[src/hw/ilpc_defines.vh]
// constants for the interrupt and low power controller
`ifndef ILPC_DEFINES_VH
`define ILPC_DEFINES_VH
`define ILPC_NSRC 11
`define ILPC_NSTACK 12
`define ILPC_PCLK_NS 10
`define ILPC_INPUT_CLOCK_NS 20
`define ILPC_WAKE_FAST_INPUT_CLOCK 200
`define ILPC_WAKE_XTAL_INPUT_CLOCK 4096
`define ILPC_ADDR_MASK 8'h00
`define ILPC_ADDR_CTRL 8'h04
`define ILPC_ADDR_FCLR 8'h08
`define ILPC_ADDR_PEND 8'h0C
`define ILPC_ADDR_CMD 8'h10
`define ILPC_ADDR_PWR 8'h14
`define ILPC_ADDR_STAT 8'h18
`define ILPC_CTRL_GEN_EDGE 0
`define ILPC_CTRL_RX_EDGE 1
`define ILPC_CTRL_TX_EDGE 2
`define ILPC_CTRL_NEST 3
`define ILPC_CTRL_SP2_IRQ 4
`define ILPC_FCLR_CLR_LSB 16
`define ILPC_CMD_ENA 0
`define ILPC_CMD_DIS 1
`define ILPC_CMD_IDLE 2
`define ILPC_CMD_SLOW 3
`define ILPC_CMD_DIV_LSB 4
`define ILPC_CMD_PDOWN 6
`define ILPC_PWR_CTX 0
`define ILPC_PWR_XTAL 1
`define ILPC_PWR_CKODIS 2
`define ILPC_SRC_PWD 0
`define ILPC_SRC_GEN 1
`define ILPC_SRC_LVB 2
`define ILPC_SRC_LVA 3
`define ILPC_SRC_SP0TX 4
`define ILPC_SRC_SP0RX 5
`define ILPC_SRC_EDGE 6
`define ILPC_SRC_BYTE_TRANSFER_ENGINE 7
`define ILPC_SRC_SP1TX 8
`define ILPC_SRC_SP1RX 9
`define ILPC_SRC_TIMER 10
`define ILPC_VEC_RESET 16'h0000
`define ILPC_VEC_PWD 16'h002C
`define ILPC_SLOW_MIN 8'h10
`define ILPC_MASK_RST 10'h000
`define ILPC_CTRL_RST 5'h00
`define ILPC_PWR_RST 3'h0
`endif

[src/hw/ilpc_top.v]
// interrupt controller with power-down, idle and slowed idle control
//
// Notes on behaviour
// - eleven sources plus reset: pins, timer, byte engine, serial ports, power-down
// - fixed vectors: reset 0000, power-down 002C, others 0004 to 0028 by priority
// - every level maskable except reset and power-down
// - general and serial-shared pins edge or level; level pins level; edge pin edge
// - requests ANDed with mask, highest priority survivor selected
// - all interrupts blocked one cycle after a mask write; transfers unaffected
// - control register picks nested or sequential service and edge/level modes
// - write-only force/clear register sets or clears pending requests
// - status pushed on entry, popped on return; twelve-deep stack shared with loops
// - global enable and disable override the mask, power-down included
// - after reset global servicing is enabled
// - power-down requested by pin or force bit; edge, non-maskable interrupt
// - wake resumes after 200 input clocks, or 4096 if oscillator stopped
// - context select chooses resume or cleared context after power-down
// - master reset ends power-down
// - power-down acknowledge output high once power-down is entered
// - idle waits for an unmasked interrupt; transfers continue meanwhile
// - slowed idle divides clock by 16, 32, 64 or 128, outputs slowed too
// - slowed idle exit may take up to the divisor count of cycles
// - cycle clock output toggles each cycle outside slowed idle, power-down and wake unless its disable bit is set
// - reconfigured second serial port frame pins take over that port's two interrupt levels
`timescale 1ns/1ps
`default_nettype none
`include "ilpc_defines.vh"
module ilpc_top #(
    parameter NSTACK = `ILPC_NSTACK,
    parameter WAKE_FAST_CYCLES = `ILPC_WAKE_FAST_INPUT_CLOCK * `ILPC_INPUT_CLOCK_NS / `ILPC_PCLK_NS,
    parameter WAKE_XTAL_CYCLES = `ILPC_WAKE_XTAL_INPUT_CLOCK * `ILPC_INPUT_CLOCK_NS / `ILPC_PCLK_NS
) (
    input wire pclk,
    input wire presetn,
    input wire ce,
    input wire psel,
    input wire penable,
    input wire pwrite,
    input wire [31:0] paddr,
    input wire [31:0] pwdata,
    output reg [31:0] prdata,
    output reg pready,
    output reg pslverr,
    input wire pin_int_general_n,
    input wire pin_int_level_a_n,
    input wire pin_int_level_b_n,
    input wire pin_int_edge_n,
    input wire serial_shared_int_rx_n,
    input wire serial_shared_int_tx_n,
    input wire powerdown_request_pin_n,
    input wire timer_event,
    input wire byte_transfer_event,
    input wire first_serial_tx_event,
    input wire first_serial_rx_event,
    input wire second_serial_tx_event,
    input wire second_serial_rx_event,
    input wire int_ack,
    input wire int_return,
    input wire seq_push,
    input wire seq_pop,
    input wire [15:0] status_in,
    output reg [15:0] status_out,
    output reg int_req,
    output reg [15:0] int_vector,
    output reg powerdown_ack,
    output reg core_halt,
    output reg core_clk_en,
    output reg context_clear,
    output reg cycle_clock_output
);
    localparam ST_RUN = 3'd0;
    localparam ST_IDLE = 3'd1;
    localparam ST_SIDLE = 3'd2;
    localparam ST_PDOWN = 3'd3;
    localparam ST_WAKE = 3'd4;
    localparam NS = `ILPC_NSRC;

    // pin synchronisers; stage one feeds stage two only
    reg [6:0] sync1, sync2, sync3;
    wire [6:0] pins_n = {powerdown_request_pin_n, serial_shared_int_tx_n, serial_shared_int_rx_n,
                         pin_int_edge_n, pin_int_level_b_n, pin_int_level_a_n, pin_int_general_n};
    wire [6:0] pin_act = ~sync2;
    wire [6:0] pin_fall = sync3 & ~sync2;

    reg [9:0] interrupt_mask_reg;
    reg [4:0] interrupt_control_reg;
    reg [2:0] power_ctrl;
    reg [NS-1:0] pend_edge, in_service;
    reg mask_block, gie;
    reg [2:0] state;
    reg [15:0] wake_cnt;
    reg [7:0] slow_cnt;
    reg [1:0] slow_div;
    reg [15:0] stack_mem [0:NSTACK-1];
    reg [4:0] sp;
    reg stack_err;

    wire apb_done = psel & penable & pready;
    wire apb_wr = apb_done & pwrite;
    wire [7:0] reg_addr = paddr[7:0];
    wire wr_mask = apb_wr & (reg_addr == `ILPC_ADDR_MASK);
    wire wr_fclr = apb_wr & (reg_addr == `ILPC_ADDR_FCLR);
    wire wr_cmd = apb_wr & (reg_addr == `ILPC_ADDR_CMD);
    wire [NS-1:0] force_bits = wr_fclr ? pwdata[NS-1:0] : {NS{1'b0}};
    wire [NS-1:0] clear_bits = wr_fclr ?
        pwdata[`ILPC_FCLR_CLR_LSB+NS-1:`ILPC_FCLR_CLR_LSB] : {NS{1'b0}};

    wire sp2_irq = interrupt_control_reg[`ILPC_CTRL_SP2_IRQ];
    reg [NS-1:0] edge_mode, edge_evt, level_act;
    always @* begin
        edge_mode = {NS{1'b1}};
        edge_mode[`ILPC_SRC_GEN] = interrupt_control_reg[`ILPC_CTRL_GEN_EDGE];
        edge_mode[`ILPC_SRC_LVA] = 1'b0;
        edge_mode[`ILPC_SRC_LVB] = 1'b0;
        edge_mode[`ILPC_SRC_SP1RX] = ~sp2_irq | interrupt_control_reg[`ILPC_CTRL_RX_EDGE];
        edge_mode[`ILPC_SRC_SP1TX] = ~sp2_irq | interrupt_control_reg[`ILPC_CTRL_TX_EDGE];
        edge_evt = {NS{1'b0}};
        edge_evt[`ILPC_SRC_PWD] = pin_fall[6];
        edge_evt[`ILPC_SRC_GEN] = pin_fall[0];
        edge_evt[`ILPC_SRC_EDGE] = pin_fall[3];
        edge_evt[`ILPC_SRC_SP0TX] = first_serial_tx_event;
        edge_evt[`ILPC_SRC_SP0RX] = first_serial_rx_event;
        edge_evt[`ILPC_SRC_BYTE_TRANSFER_ENGINE] = byte_transfer_event;
        edge_evt[`ILPC_SRC_TIMER] = timer_event;
        edge_evt[`ILPC_SRC_SP1TX] = sp2_irq ? pin_fall[5] : second_serial_tx_event;
        edge_evt[`ILPC_SRC_SP1RX] = sp2_irq ? pin_fall[4] : second_serial_rx_event;
        level_act = {NS{1'b0}};
        level_act[`ILPC_SRC_GEN] = pin_act[0];
        level_act[`ILPC_SRC_LVA] = pin_act[1];
        level_act[`ILPC_SRC_LVB] = pin_act[2];
        level_act[`ILPC_SRC_SP1RX] = sp2_irq & pin_act[4];
        level_act[`ILPC_SRC_SP1TX] = sp2_irq & pin_act[5];
    end

    wire [NS-1:0] req_raw = pend_edge | (level_act & ~edge_mode);
    wire [NS-1:0] req_masked = req_raw & {interrupt_mask_reg, 1'b1};

    // low index wins; nesting admits only higher levels
    reg sel_valid, busy_above;
    reg [3:0] sel_idx;
    integer i;
    always @* begin
        sel_valid = 1'b0;
        sel_idx = 4'd0;
        busy_above = 1'b0;
        for (i = 0; i < NS; i = i + 1) begin
            if (in_service[i]) begin
                busy_above = 1'b1;
            end
            if (!sel_valid && req_masked[i] && !busy_above) begin
                sel_valid = 1'b1;
                sel_idx = i[3:0];
            end
        end
        if (!interrupt_control_reg[`ILPC_CTRL_NEST] && (in_service != {NS{1'b0}})) begin
            sel_valid = 1'b0;
        end
    end
    wire req_ok = sel_valid & gie & ~mask_block;
    wire [15:0] sel_vec = (sel_idx == 4'd`ILPC_SRC_PWD) ? `ILPC_VEC_PWD :
        {10'h000, sel_idx, 2'b00};

    wire ack_ok = int_ack & int_req;
    reg [NS-1:0] ack_clr, ret_clr;
    reg ret_found;
    integer k;
    always @* begin
        ack_clr = {NS{1'b0}};
        ret_clr = {NS{1'b0}};
        ret_found = 1'b0;
        if (ack_ok) begin
            ack_clr[sel_idx] = 1'b1;
        end
        for (k = 0; k < NS; k = k + 1) begin
            if (int_return && !ret_found && in_service[k]) begin
                ret_found = 1'b1;
                ret_clr[k] = 1'b1;
            end
        end
    end

    wire [7:0] div_count = `ILPC_SLOW_MIN << slow_div;
    wire slow_tick = (slow_cnt == div_count - 8'h01);
    wire wake_req = sel_valid & ~mask_block;

    always @(posedge pclk or negedge presetn) begin
        if (!presetn) begin
            sync1 <= 7'h7F;
            sync2 <= 7'h7F;
            sync3 <= 7'h7F;
            pend_edge <= {NS{1'b0}};
        end else if (ce) begin
            sync1 <= pins_n;
            sync2 <= sync1;
            sync3 <= sync2;
            // a new event wins over a clear in the same cycle
            pend_edge <= (pend_edge & ~(clear_bits | ack_clr)) | (edge_evt & edge_mode)
                         | force_bits;
        end
    end

    always @(posedge pclk or negedge presetn) begin
        if (!presetn) begin
            interrupt_mask_reg <= `ILPC_MASK_RST;
            interrupt_control_reg <= `ILPC_CTRL_RST;
            power_ctrl <= `ILPC_PWR_RST;
            mask_block <= 1'b0;
            gie <= 1'b1;
        end else if (ce) begin
            mask_block <= wr_mask;
            if (wr_mask) begin
                interrupt_mask_reg <= pwdata[9:0];
            end
            if (apb_wr && reg_addr == `ILPC_ADDR_CTRL) begin
                interrupt_control_reg <= pwdata[4:0];
            end
            if (apb_wr && reg_addr == `ILPC_ADDR_PWR) begin
                power_ctrl <= pwdata[2:0];
            end
            if (wr_cmd && pwdata[`ILPC_CMD_DIS]) begin
                gie <= 1'b0;
            end else if (wr_cmd && pwdata[`ILPC_CMD_ENA]) begin
                gie <= 1'b1;
            end
        end
    end

    always @(posedge pclk or negedge presetn) begin
        if (!presetn) begin
            int_req <= 1'b0;
            int_vector <= `ILPC_VEC_RESET;
            in_service <= {NS{1'b0}};
        end else if (ce) begin
            int_req <= req_ok & ~ack_ok & (state == ST_RUN);
            if (req_ok) begin
                int_vector <= sel_vec;
            end
            in_service <= (in_service & ~ret_clr) | ack_clr;
        end
    end

    wire do_push = ack_ok | seq_push;
    wire do_pop = (int_return | seq_pop) & ~do_push;
    always @(posedge pclk) begin
        if (ce && do_push && sp < NSTACK) begin
            stack_mem[sp[3:0]] <= status_in;
        end
    end
    always @(posedge pclk or negedge presetn) begin
        if (!presetn) begin
            sp <= 5'd0;
            stack_err <= 1'b0;
            status_out <= 16'h0000;
        end else if (ce) begin
            if (do_push) begin
                if (sp < NSTACK) begin
                    sp <= sp + 5'd1;
                end else begin
                    stack_err <= 1'b1;
                end
            end else if (do_pop) begin
                if (sp != 5'd0) begin
                    sp <= sp - 5'd1;
                    status_out <= stack_mem[sp[3:0] - 4'd1];
                end else begin
                    stack_err <= 1'b1;
                end
            end
        end
    end

    // power state machine; presetn alone ends power-down as well
    always @(posedge pclk or negedge presetn) begin
        if (!presetn) begin
            state <= ST_RUN;
            wake_cnt <= 16'h0000;
            slow_cnt <= 8'h00;
            slow_div <= 2'b00;
            powerdown_ack <= 1'b0;
            core_halt <= 1'b0;
            core_clk_en <= 1'b1;
            context_clear <= 1'b0;
        end else if (ce) begin
            context_clear <= 1'b0;
            case (state)
                ST_RUN: begin
                    core_clk_en <= 1'b1;
                    slow_cnt <= 8'h00;
                    if (wr_cmd && pwdata[`ILPC_CMD_PDOWN]) begin
                        state <= ST_PDOWN;
                        powerdown_ack <= 1'b1;
                        core_halt <= 1'b1;
                    end else if (wr_cmd && pwdata[`ILPC_CMD_IDLE]) begin
                        core_halt <= 1'b1;
                        slow_div <= pwdata[`ILPC_CMD_DIV_LSB+1:`ILPC_CMD_DIV_LSB];
                        state <= pwdata[`ILPC_CMD_SLOW] ? ST_SIDLE : ST_IDLE;
                    end
                end
                ST_IDLE: begin
                    if (req_ok) begin
                        state <= ST_RUN;
                        core_halt <= 1'b0;
                    end
                end
                ST_SIDLE: begin
                    // the slowed core only sees the request on its own tick
                    slow_cnt <= slow_tick ? 8'h00 : slow_cnt + 8'h01;
                    core_clk_en <= slow_tick;
                    if (slow_tick && req_ok) begin
                        state <= ST_RUN;
                        core_halt <= 1'b0;
                        core_clk_en <= 1'b1;
                    end
                end
                ST_PDOWN: begin
                    if (wake_req) begin
                        state <= ST_WAKE;
                        powerdown_ack <= 1'b0;
                        wake_cnt <= power_ctrl[`ILPC_PWR_XTAL] ? WAKE_XTAL_CYCLES[15:0]
                                                               : WAKE_FAST_CYCLES[15:0];
                    end
                end
                ST_WAKE: begin
                    if (wake_cnt <= 16'h0001) begin
                        state <= ST_RUN;
                        core_halt <= 1'b0;
                        context_clear <= power_ctrl[`ILPC_PWR_CTX];
                    end else begin
                        wake_cnt <= wake_cnt - 16'h0001;
                    end
                end
                default: begin
                    state <= ST_RUN;
                end
            endcase
        end
    end

    // cycle clock out; stopped in power-down, slowed in slowed idle
    always @(posedge pclk or negedge presetn) begin
        if (!presetn) begin
            cycle_clock_output <= 1'b0;
        end else if (ce) begin
            if (power_ctrl[`ILPC_PWR_CKODIS] || state == ST_PDOWN || state == ST_WAKE) begin
                cycle_clock_output <= 1'b0;
            end else if (state != ST_SIDLE || slow_tick) begin
                cycle_clock_output <= ~cycle_clock_output;
            end
        end
    end

    reg [31:0] rd_mux;
    reg rd_err;
    always @* begin
        rd_mux = 32'h00000000;
        rd_err = 1'b0;
        case (reg_addr)
            `ILPC_ADDR_MASK: rd_mux[9:0] = interrupt_mask_reg;
            `ILPC_ADDR_CTRL: rd_mux[4:0] = interrupt_control_reg;
            `ILPC_ADDR_FCLR: rd_mux = 32'h00000000;
            `ILPC_ADDR_PEND: rd_mux[NS-1:0] = req_raw;
            `ILPC_ADDR_CMD: rd_mux[0] = gie;
            `ILPC_ADDR_PWR: rd_mux[2:0] = power_ctrl;
            `ILPC_ADDR_STAT: rd_mux = {9'h000, stack_err, sp, in_service, 1'b0, gie, 1'b0, state};
            default: rd_err = 1'b1;
        endcase
        if (paddr[31:8] != 24'h000000 || paddr[1:0] != 2'b00) begin
            rd_err = 1'b1;
        end
    end

    // one wait state: pready rises in the second access cycle
    always @(posedge pclk or negedge presetn) begin
        if (!presetn) begin
            pready <= 1'b0;
            pslverr <= 1'b0;
            prdata <= 32'h00000000;
        end else if (ce) begin
            pready <= psel & penable & ~pready;
            pslverr <= psel & penable & ~pready & rd_err;
            if (psel && penable && !pready && !pwrite) begin
                prdata <= rd_err ? 32'h00000000 : rd_mux;
            end
        end
    end
endmodule
`default_nettype wire

[config.mk]
export PLATFORM = sky130hd
export DESIGN_NAME = ilpc_top
export DESIGN_NICKNAME = d
export VERILOG_FILES = /design/src/hw/ilpc_top.v
export VERILOG_INCLUDE_DIRS = /design/src /design/src/hw
export SDC_FILE = /design/constraint.sdc
export NUM_CORES = 1
export LEC_CHECK = 0
export BUFFER_PORTS_ARGS = -buffer_cell sky130_fd_sc_hd__clkbuf_2
export CAP_MARGIN = 20
export CORE_MARGIN = 2
export CORE_UTILIZATION = 35
export DETAILED_ROUTE_END_ITERATION = 8
export GPL_TIMING_DRIVEN = 0
export SLEW_MARGIN = 10
export SYNTH_ARGS = -nofsm -noshare
export SYNTH_HDL_FRONTEND = slang
export SYNTH_SLANG_ARGS = --single-unit
[constraint.sdc]
create_clock -name pclk -period 3.7 [get_ports pclk]
set_input_delay 0.185 -clock pclk [delete_from_list [all_inputs] [get_ports pclk]]
set_output_delay 0.185 -clock pclk [all_outputs]
set_load 0.01 [all_outputs]
# After elaboration in Yosys (flattened, before gate mapping)

Memories as Yosys holds them, arrays and structs flattened. A register that Yosys moved wholly into a read port is not among the register bits.
Index checks and enable logic that the tools add are counted.

Reduce and logical (&&, ||, !) cells: 127
Bitwise logic cells: 43
Shift-type cells: 1
Mux-type cells: 111
Eq/ne operators: 22
Add/subtract/negate cells: 6
$lt $le $gt $ge: 4

Operators with widths:

| cell                                                                              | count |
|---|---|
| 1-bit 2-to-1 mux                                                                  | 69 |
| 1-bit logical AND                                                                 | 56 |
| 11-bit bitwise OR                                                                 | 5 |
| 11-bit bitwise AND                                                                | 4 |
| 1-bit logical NOT                                                                 | 35 |
| 11-bit 2-to-1 mux                                                                 | 3 |
| 11-bit NOT                                                                        | 3 |
| 16-bit 2-to-1 mux                                                                 | 2 |
| 32-bit 2-to-1 mux                                                                 | 1 |
| 4-bit 2-to-1 mux                                                                  | 8 |
| 16-bit case mux with 2 select lines                                               | 1 |
| 8-bit by 5-bit equality test with 1-bit output, second input constant             | 3 |
| 4-bit AND reduction                                                               | 6 |
| 24-bit nonzero test                                                               | 1 |
| 5-bit 2-to-1 mux                                                                  | 4 |
| 3-bit 2-to-1 mux                                                                  | 6 |
| 1-bit bitwise AND                                                                 | 17 |
| 8-bit by 4-bit equality test with 1-bit output, second input constant             | 2 |
| 16-bit by 1-bit less-or-equal comparator with 1-bit output, second input constant | 1 |
| 8-bit case mux with 2 select lines                                                | 1 |
| 2-bit AND reduction                                                               | 8 |
| 2-bit nonzero test                                                                | 8 |
| 16-bit by 1-bit subtractor with 16-bit output, second input constant              | 1 |
| 3-bit case mux with 5 select lines                                                | 1 |
| 44 further kinds                                                                  | 68 |

Input port bits: 103
Logic and storage cells: 341
Memories kept: 1
Bits in registers: 154
Output and inout bits: 72
Bits in writable memories: 192

Memory list:

| name      | words | bits a word | rd ports | clocked after memory_dff | wr ports | RTL line      | text |
|---|---|---|---|---|---|---|---|
| stack_mem | 12    | 16          | 1        | 1                        | 1        | ilpc_top.v:94 | `reg [15:0] stack_mem [0:NSTACK-1];` |

# Longest topological paths before layout

Gate-level depths: netlist of the first run.

Depth after elaboration: 58
Mapped depth: 11
Gate-level depth less buffers: 9

# Least setup slack after synthesis of the first run

OpenSTA, ideal clock, no wires.

Path kind: register -> register
From: reg sp[0]
To: reg status_out[0] (read register of stack_mem)
Path buffers: 3
Setup time: 0.136 ns
Cell stages (with the launch flop): 11
Path slack: 0.584 ns
Required time: 3.564 ns
Period minus slack after synthesis: 3.116 ns
Arrival: 2.980 ns
Path through: dfrtp_1 > clkbuf_1 > buf_1 > inv_1 > ha_1 > xor2_1 > clkbuf_1 > mux2i_1 > nand2_1 > o21ai_0 > o21ai_0

Word-level cells in the longest chain between the ends: 2
Elaborated cells on any way between the ends: 3
Classes of those cells: add/sub: 1; reduce/logical: 2

Ends and longest elaborated chain:

| element                                                                             | RTL line       | text |
|---|---|---|
| start: declaration                                                                  | ilpc_top.v:95  | `reg [4:0] sp;` |
| start signal: assignment                                                            | ilpc_top.v:257 | `sp <= sp + 5'd1;` |
| start signal: assignment                                                            | ilpc_top.v:263 | `sp <= sp - 5'd1;` |
| branches (longest 2 deep; another with 4-bit by 1-bit subtractor with 4-bit output) | --             |  |
| end: declaration                                                                    | ilpc_top.v:62  | `output reg [15:0] status_out,` |

Several ways; the timed one is not identified.
A chain may end at the register's enable or synchronous reset.

# Worst setup path in the final report of the first run

From: reg in_service[1]
To: reg pend_edge[3]

Word-level cells in the longest chain between the ends: 50
Elaborated cells on any way between the ends: 78
Classes of those cells: order compare: 2; mux: 32; bitwise: 5; reduce/logical: 39

Ends and longest elaborated chain:

| element                                | RTL line       | text |
|---|---|---|
| start: declaration                     | ilpc_top.v:88  | `reg [NS-1:0] pend_edge, in_service;` |
| start signal: assignment               | ilpc_top.v:232 | `in_service <= {NS{1'b0}};` |
| start signal: assignment               | ilpc_top.v:238 | `in_service <= (in_service & ~ret_clr) \| ack_clr;` |
| 1-bit 2-to-1 mux (*)                   | ilpc_top.v:147 | `if (in_service[i]) begin` |
| 1-bit logical NOT                      | ilpc_top.v:150 | `if (!sel_valid && req_masked[i] && !busy_above) begin` |
| 1-bit logical AND                      | ilpc_top.v:150 |  |
| 1-bit 2-to-1 mux                       | ilpc_top.v:150 |  |
| 1-bit logical NOT                      | ilpc_top.v:150 |  |
| 1-bit logical AND (2 in series)        | ilpc_top.v:150 |  |
| 1-bit 2-to-1 mux                       | ilpc_top.v:150 |  |
| 1-bit logical NOT                      | ilpc_top.v:150 |  |
| [33 not listed]                        | --             |  |
| 1-bit 2-to-1 mux (implied by the code) | ilpc_top.v:172 | `ack_clr[sel_idx] = 1'b1;` |
| 1-bit demux with 4-bit select (*)      | ilpc_top.v:172 |  |
| 11-bit 2-to-1 mux (*)                  | ilpc_top.v:171 | `if (ack_ok) begin` |
| 11-bit bitwise OR (*)                  | ilpc_top.v:197 | `pend_edge <= (pend_edge & ~(clear_bits \| ack_clr)) \| (edge_evt & edge_mode)` |
| 11-bit NOT (*)                         | ilpc_top.v:197 |  |
| 11-bit bitwise AND (*)                 | ilpc_top.v:197 |  |
| 11-bit bitwise OR (*)                  | ilpc_top.v:197 |  |
| 11-bit bitwise OR (*)                  | ilpc_top.v:198 | `\| force_bits;` |
| end signal: assignment                 | ilpc_top.v:191 | `pend_edge <= {NS{1'b0}};` |
| end signal: assignment                 | ilpc_top.v:197 |  |
| end: declaration                       | ilpc_top.v:88  |  |

Every way passes the cells marked *; elsewhere a longest branch is shown, timed or not.

==> results of run 1 <==
==> power breakdown <==
group | switching [W] | internal, W | total [W]
Combinational | 0.00190 | 0.00147 | 0.00337
Sequential | 0.000243 | 0.00436 | 0.00460
Clock | 0.00155 | 0.00206 | 0.00361
==> cells in the mapped netlist, drive strengths merged (11+ instances only) <==
library cell / count / area (µm²)
a21oi: 26 / 134
a22o: 18 / 158
a22oi: 13 / 97.6
and2: 23 / 144
buf: 27 / 180
clkbuf: 39 / 148
dfrtp: 126 / 3150
dfstp: 21 / 552
edfxtp: 192 / 5770
ha: 11 / 138
inv: 19 / 71.3
mux2: 40 / 450
mux2i: 19 / 190
mux4: 48 / 1080
nand2: 123 / 462
nand3: 14 / 70.1
nor2: 49 / 184
nor3: 17 / 85.1
nor4: 16 / 115
o21ai: 79 / 395
o31ai: 15 / 113
xnor2: 14 / 123
==> critical path: cells and delay by family, from the launching register on <==
| kind | cells | cell delay, ns |
|---|---|---|
| AO/OA/AOI/OAI | 2 | 0.76 |
| flip-flops | 1 | 0.48 |
| buffers and inverters | 1 | 0.56 |
| AND/OR/NAND/NOR | 4 | 1.63 |
==> routing by layer <==
metal | global-route usage | up-vias
li1 | - | 4645
met1 | 0.229 | 5062
met2 | 0.290 | 323
met3 | 0.0286 | 55
met4 | 0.0514 | 0
met5 | 0 | -
==> cell families (layout without fill, tap and decap cells) <==
logic type	count (synthesis)	count (layout)	synth area share
multiplexers	107	107	0.116
flip-flops	339	339	0.637
AO/OA/AOI/OAI	215	215	0.0962
XOR/XNOR	19	19	0.0112
other	1	23	0.000252
adder cells (fa/ha/maj)	12	12	0.0106
AND/OR/NAND/NOR	308	308	0.102
buffers and inverters	85	355	0.0268
==> final cells by class <==
cell class,instances,area share
Antenna cell,2,0.000276
Buffer,66,0.0186
Clock buffer,60,0.0598
Clock inverter,12,0.00620
Inverter,19,0.00393
Multi-Input combinational cell,682,0.281
Sequential cell,339,0.522
Tap cell,539,0.0371
Timing Repair Buffer,198,0.0715
==> worst paths after layout <==
check | from | to | cells after the start
max | in_service[1] | pend_edge[3] | 7
min | status_in[14] | stack_mem[9][14] | 1
max reg2reg | in_service[1] | pend_edge[3] | 7
min reg2reg | status_out[14] | status_out[14] | 2
max in group asynchronous | presetn | int_req | 3
min in group asynchronous | presetn | prdata[4] | 2
==> timing repair <==
action                                  4_1_cts  5_1_grt
hold buffers                                 54        0
endpoints found under the setup margin       16       13
gates resized for setup                       9        4
cloned                                        0        0
hold endpoints to repair                    269        0
==> stage by stage <==
stage	std cells	power, W	hold slack (ns)
6_report	1917	0.0116	0.0369
4_1_cts	1914	0.0117	0.0170
3_3_place_gp	1786	0.00796	0.420
5_1_grt	1917	0.0122	0.0396
3_5_place_dp	1788	0.00803	0.198
2_1_floorplan	1106	0.00691	-0.111
==> run metrics, run 1 <==
status=finished, final reports clean; top sig layer=met4; Hold Fails Final Rpt=0; min-delay worst type=in2reg; commonest non-fill, non-tap cell in the layout=edfxtp_1; clock tree from TritonCTS=built; CTS buffer count=39; Tot GR Track Use=0.172; CP Launch Type=flop; Main synth FF type=edfxtp_1; die height=~210 µm; Synth Register Bits=between 300 and 400; global-route wire length before repair=slightly below 60000 µm; Final Max Slew Viols=0; Die Area=roughly 44000 µm²; clk buf depth=3; PwrDens=638 nW/µm²; CTS H-Tree Depth=2; CP Max Fanout=7; number of synthesized flops with an enable pin=approximately 190; clk root buf=clkbuf_16; Initial Utilization=0.355; register area=9470 µm²; clock latency at the later pin of the worst-skew pair=between 0.5 and 0.6 ns; WL/cell=around 20 µm; Yosys warnings=0; row count=between 70 and 80; leak pwr=about 7.1 nW; WL met3=roughly 1800 µm; IO Pins=around 180; Clk pin slew, worst setup/hold paths=roughly 0.06 ns; fin area=between 15000 and 20000 µm²; DR vias=10085; slowest CP cell=or4_1; initial detailed-routing violation count=940; synth unique cells=67; RSZ-0062 raised after global routing=no; Place WS=-0.990 ns; Met1 Wirelength=~17000 µm; PnR worst setup slack=0.152 ns; r2r setup slk=0.15 ns; Clock Sinks=339; metal2 WL=about 18000 µm; cells along the critical path=or4_4 -> nor4_4 -> nand2_1 -> o41a_1 -> or4_1 -> a32o_1 -> dlygate4sd3_1; max FFs per register=between 150 and 200; Fin Setup TNS=0 ns; Syn Inst Count=1086; sequential share of the synthesized area=0.637; Worst Tran Pin Value=between 1 and 1.5 ns; f_max=about 280 MHz; slew margin rel.=0.291; skew final=about 0.021 ns; postcts setup bufs=0; Critical Path RT=4.14 ns; vias per cell=5.26; filler cell count=3814; 1st-pass router iterations=7; area post-placement=16400 µm²; area of the multi-input gates=between 5000 and 6000 µm²; IR drop worst, VDD=approximately 0.00034 V; # setup viols final=0; Die X=about 210 µm; most frequent cells in the layout=edfxtp_1 (192), clkbuf_2 (146), dfrtp_1 (126); RD Place Congestion=0.907; core area=41900 µm²; CP max stage delay=approximately 0.62 ns; antenna-violating nets left=0; Residual DRC=0; final core occ=0.433; period utilization=0.959; Crit. End Element=flop; final wirelength=~38000 µm; Max-Cap Viols=0; Synth Area per Inst=13.7 µm²; Async S/R FF share, synth=0.434; critical path type=reg2reg; Critical Path AT=between 3 and 4 ns; hpwl dp=around 26000 µm; Synth Cell Area=roughly 15000 µm²; Buffers on Ports=between 100 and 150; initial antenna violation count=2; largest net degree at the start of global routing=89; crit path time final=3.55 ns; number of global-route vias before repair=roughly 9900; share of cells above drive strength 1=0.253; Synth-to-Final Area Change=22.1%; nets@finish=~1500; grt ovf=0
Power figures use the tool's default switching activity.
==> run 2: changes to the inputs <==
Settings changed: REMOVE_ABC_BUFFERS set to 1.
==> run 2 against run 1 <==
Net effect:
- sequential share of layout area is 0.34 points higher
- die area unchanged
- combinational power decreased by 5.9%
- total power increased by 0.79%
- via count down 2.7%
- global-route usage fell by 0.34 points
- largest power group unchanged
- first-iteration DRC count fell by 29%
- non-clock buffer count fell by 58
- final area down 0.61%
==> run metrics, run 2 (synthesis gave the netlist of run 1 again) <==
core area=41900 µm² (unchanged); fin area=18000 µm² (-0.61%); Critical Path AT=3.96 ns (-0.03 ns); crit path time final=3.54 ns (-0.00878 ns); CTS buffer count=38 (-2.6%); postcts setup bufs=0 (unchanged); Place WS=0.401 ns (+1.39 ns); Die X=210 µm (unchanged); Crit path depth=7 (unchanged); Critical Path RT=4.12 ns (-0.02 ns); Reg2Reg Depth=7 (unchanged); skew final=0.0142 ns (-0.00638 ns); slowest CP cell=or4_4; Residual DRC=0 (unchanged); CTS H-Tree Depth=2 (unchanged); nets@finish=1401 (-4.0%); Crit. Startpoint=in_service[3]; PnR worst setup slack=0.161 ns (+0.00878 ns); end of the critical path=pend_edge[3]; f_max=283 MHz (+0.25%); Buffers & Inverters on Critical Path=1 (unchanged); critical path type=reg2reg; PwrDens=647 nW/µm² (+1.4%); Clock Sinks=339 (unchanged); clk root buf=clkbuf_16; RSZ-0062 raised after global routing=no; 1st-pass router iterations=5 (-2); Worst Tran Pin Value=1.01 ns (-0.0574 ns); grt ovf=0 (unchanged); leak pwr=7.01 nW (-1.1%); area of the multi-input gates=5150 µm² (+1.0%); clock tree from TritonCTS=built; row count=75 (unchanged); r2r setup slk=0.16 ns (about the same); Die Area=44200 µm² (unchanged); initial antenna violation count=2 (unchanged); Clk pin slew, worst setup/hold paths=0.06 ns (about the same); clk buf depth=3 (unchanged); filler cell count=3854 (+1.0%); area post-placement=16300 µm² (-0.50%); Worst R2R Start=in_service[3]; IO Pins=175 (unchanged); vias per cell=5.29 (+0.53%); CP Max Fanout=13 (+6); DR vias=9816 (-2.7%); die height=210 µm (unchanged); Final Max Slew Viols=0 (unchanged); final core occ=0.430 (-0.00265); Max-Cap Viols=0 (unchanged); hpwl dp=24400 µm (-5.3%); clock latency at the later pin of the worst-skew pair=0.55 ns (about the same); commonest non-fill, non-tap cell in the layout=edfxtp_1; CP max stage delay=0.60 ns (-0.02 ns); number of global-route vias before repair=10005 (+0.88%); largest net degree at the start of global routing=75 (-16%); max FFs per register=192 (unchanged); # setup viols final=0 (unchanged); register area=9470 µm² (about the same); initial detailed-routing violation count=669 (-29%); antenna-violating nets left=0 (unchanged); status=finished, final reports clean; Hold Fails Final Rpt=0 (unchanged); Crit. End Element=flop; slew margin rel.=0.330 (+0.0383); Fin Setup TNS=0 ns (unchanged); CP Launch Type=flop; Buffers on Ports=143 (+1.4%); reg-to-reg endpoint=pend_edge[3]; Synth-to-Final Area Change=21.3%; share of cells above drive strength 1=0.260 (+0.00717); most frequent cells in the layout=edfxtp_1 (192), clkbuf_2 (142), dfrtp_1 (125); placed insts=1735 (-3.0%); RD Place Congestion=0.920 (+1.4%); Initial Utilization=0.355 (unchanged); non-filler cells, final=1856 (-3.2%); period utilization=0.957 (-0.00237); global-route wire length before repair=57200 µm (-1.9%); Worst path top cell family by delay=simple AND/OR/NAND/NOR gates; min-delay worst type=in2reg; final wirelength=36700 µm (-3.1%); Tot GR Track Use=0.169 (-0.00335); cells along the critical path=or4_4 -> nor4_4 -> nand2_1 -> o41a_4 -> or4_1 -> a32o_1 -> dlygate4sd3_1; IR drop worst, VDD=0.000492 V (+45%); WL/cell=19.8 µm (+0.11%)
## run 2: layout make-up
type / instances / share of cell area
diodes: 2 / 0.000277
clock buffers: 53 / 0.0587
clock inverters: 16 / 0.00998
inverters: 19 / 0.00395
multi-input cells: 682 / 0.286
flip-flops and latches: 339 / 0.525
well taps: 539 / 0.0374
repair buffers: 206 / 0.0792
## run 2: power breakdown
group          internal (W)  switching (W)
Sequential          0.00436       0.000357
Combinational       0.00152        0.00165
Clock               0.00223        0.00156
Total               0.00811        0.00357
## run 2: metrics by stage
stage	power [W]	hold WS [ns]
after CTS	0.0118	0.000396
final	0.0117	0.0298
after global placement	0.00789	0.420
after detailed placement	0.00797	0.280
after floorplan	0.00688	-0.111
after global routing	0.0123	0.0180
## run 2: per-layer routing
| layer | track usage | part of all wire | routed length [µm] |
|---|---|---|---|
| met1 | 0.236 | 0.45 | 16600 |
| met2 | 0.268 | 0.47 | 17300 |
| met3 | 0.0302 | 0.053 | 1960 |
| met4 | 0.0540 | 0.021 | 787 |
| met5 | 0 | 0.00035 | 13 |
## run 2: worst min-delay path by stage
stage	to	startpoint	cells after the start	slack, ns
2_1_floorplan	context_clear	presetn	0	-0.11
3_3_place_gp	sync1[3]	pin_int_edge_n	2	0.42
3_5_place_dp	status_out[5]	presetn	1	0.28
4_1_cts	interrupt_control_reg[3]	pwdata[3]	2	0.0004
5_1_grt	interrupt_control_reg[3]	pwdata[3]	2	0.02
6_report	pslverr	paddr[31]	5	0.03
## run 2: repair_timing
item | in CTS | in global routing
setup endpoints to repair | 0 | 1
hold buffers | 50 | 0
gates resized for setup | 0 | 3
endpoints found under the hold margin | 270 | 0
## run 2: worst min-delay path, stage by stage
cell and delay [ns]:
clkbuf_2 0.07, nor4_1 0.04, nand4_1 0.08, a211oi_1 0.06, o2bb2ai_1 0.11
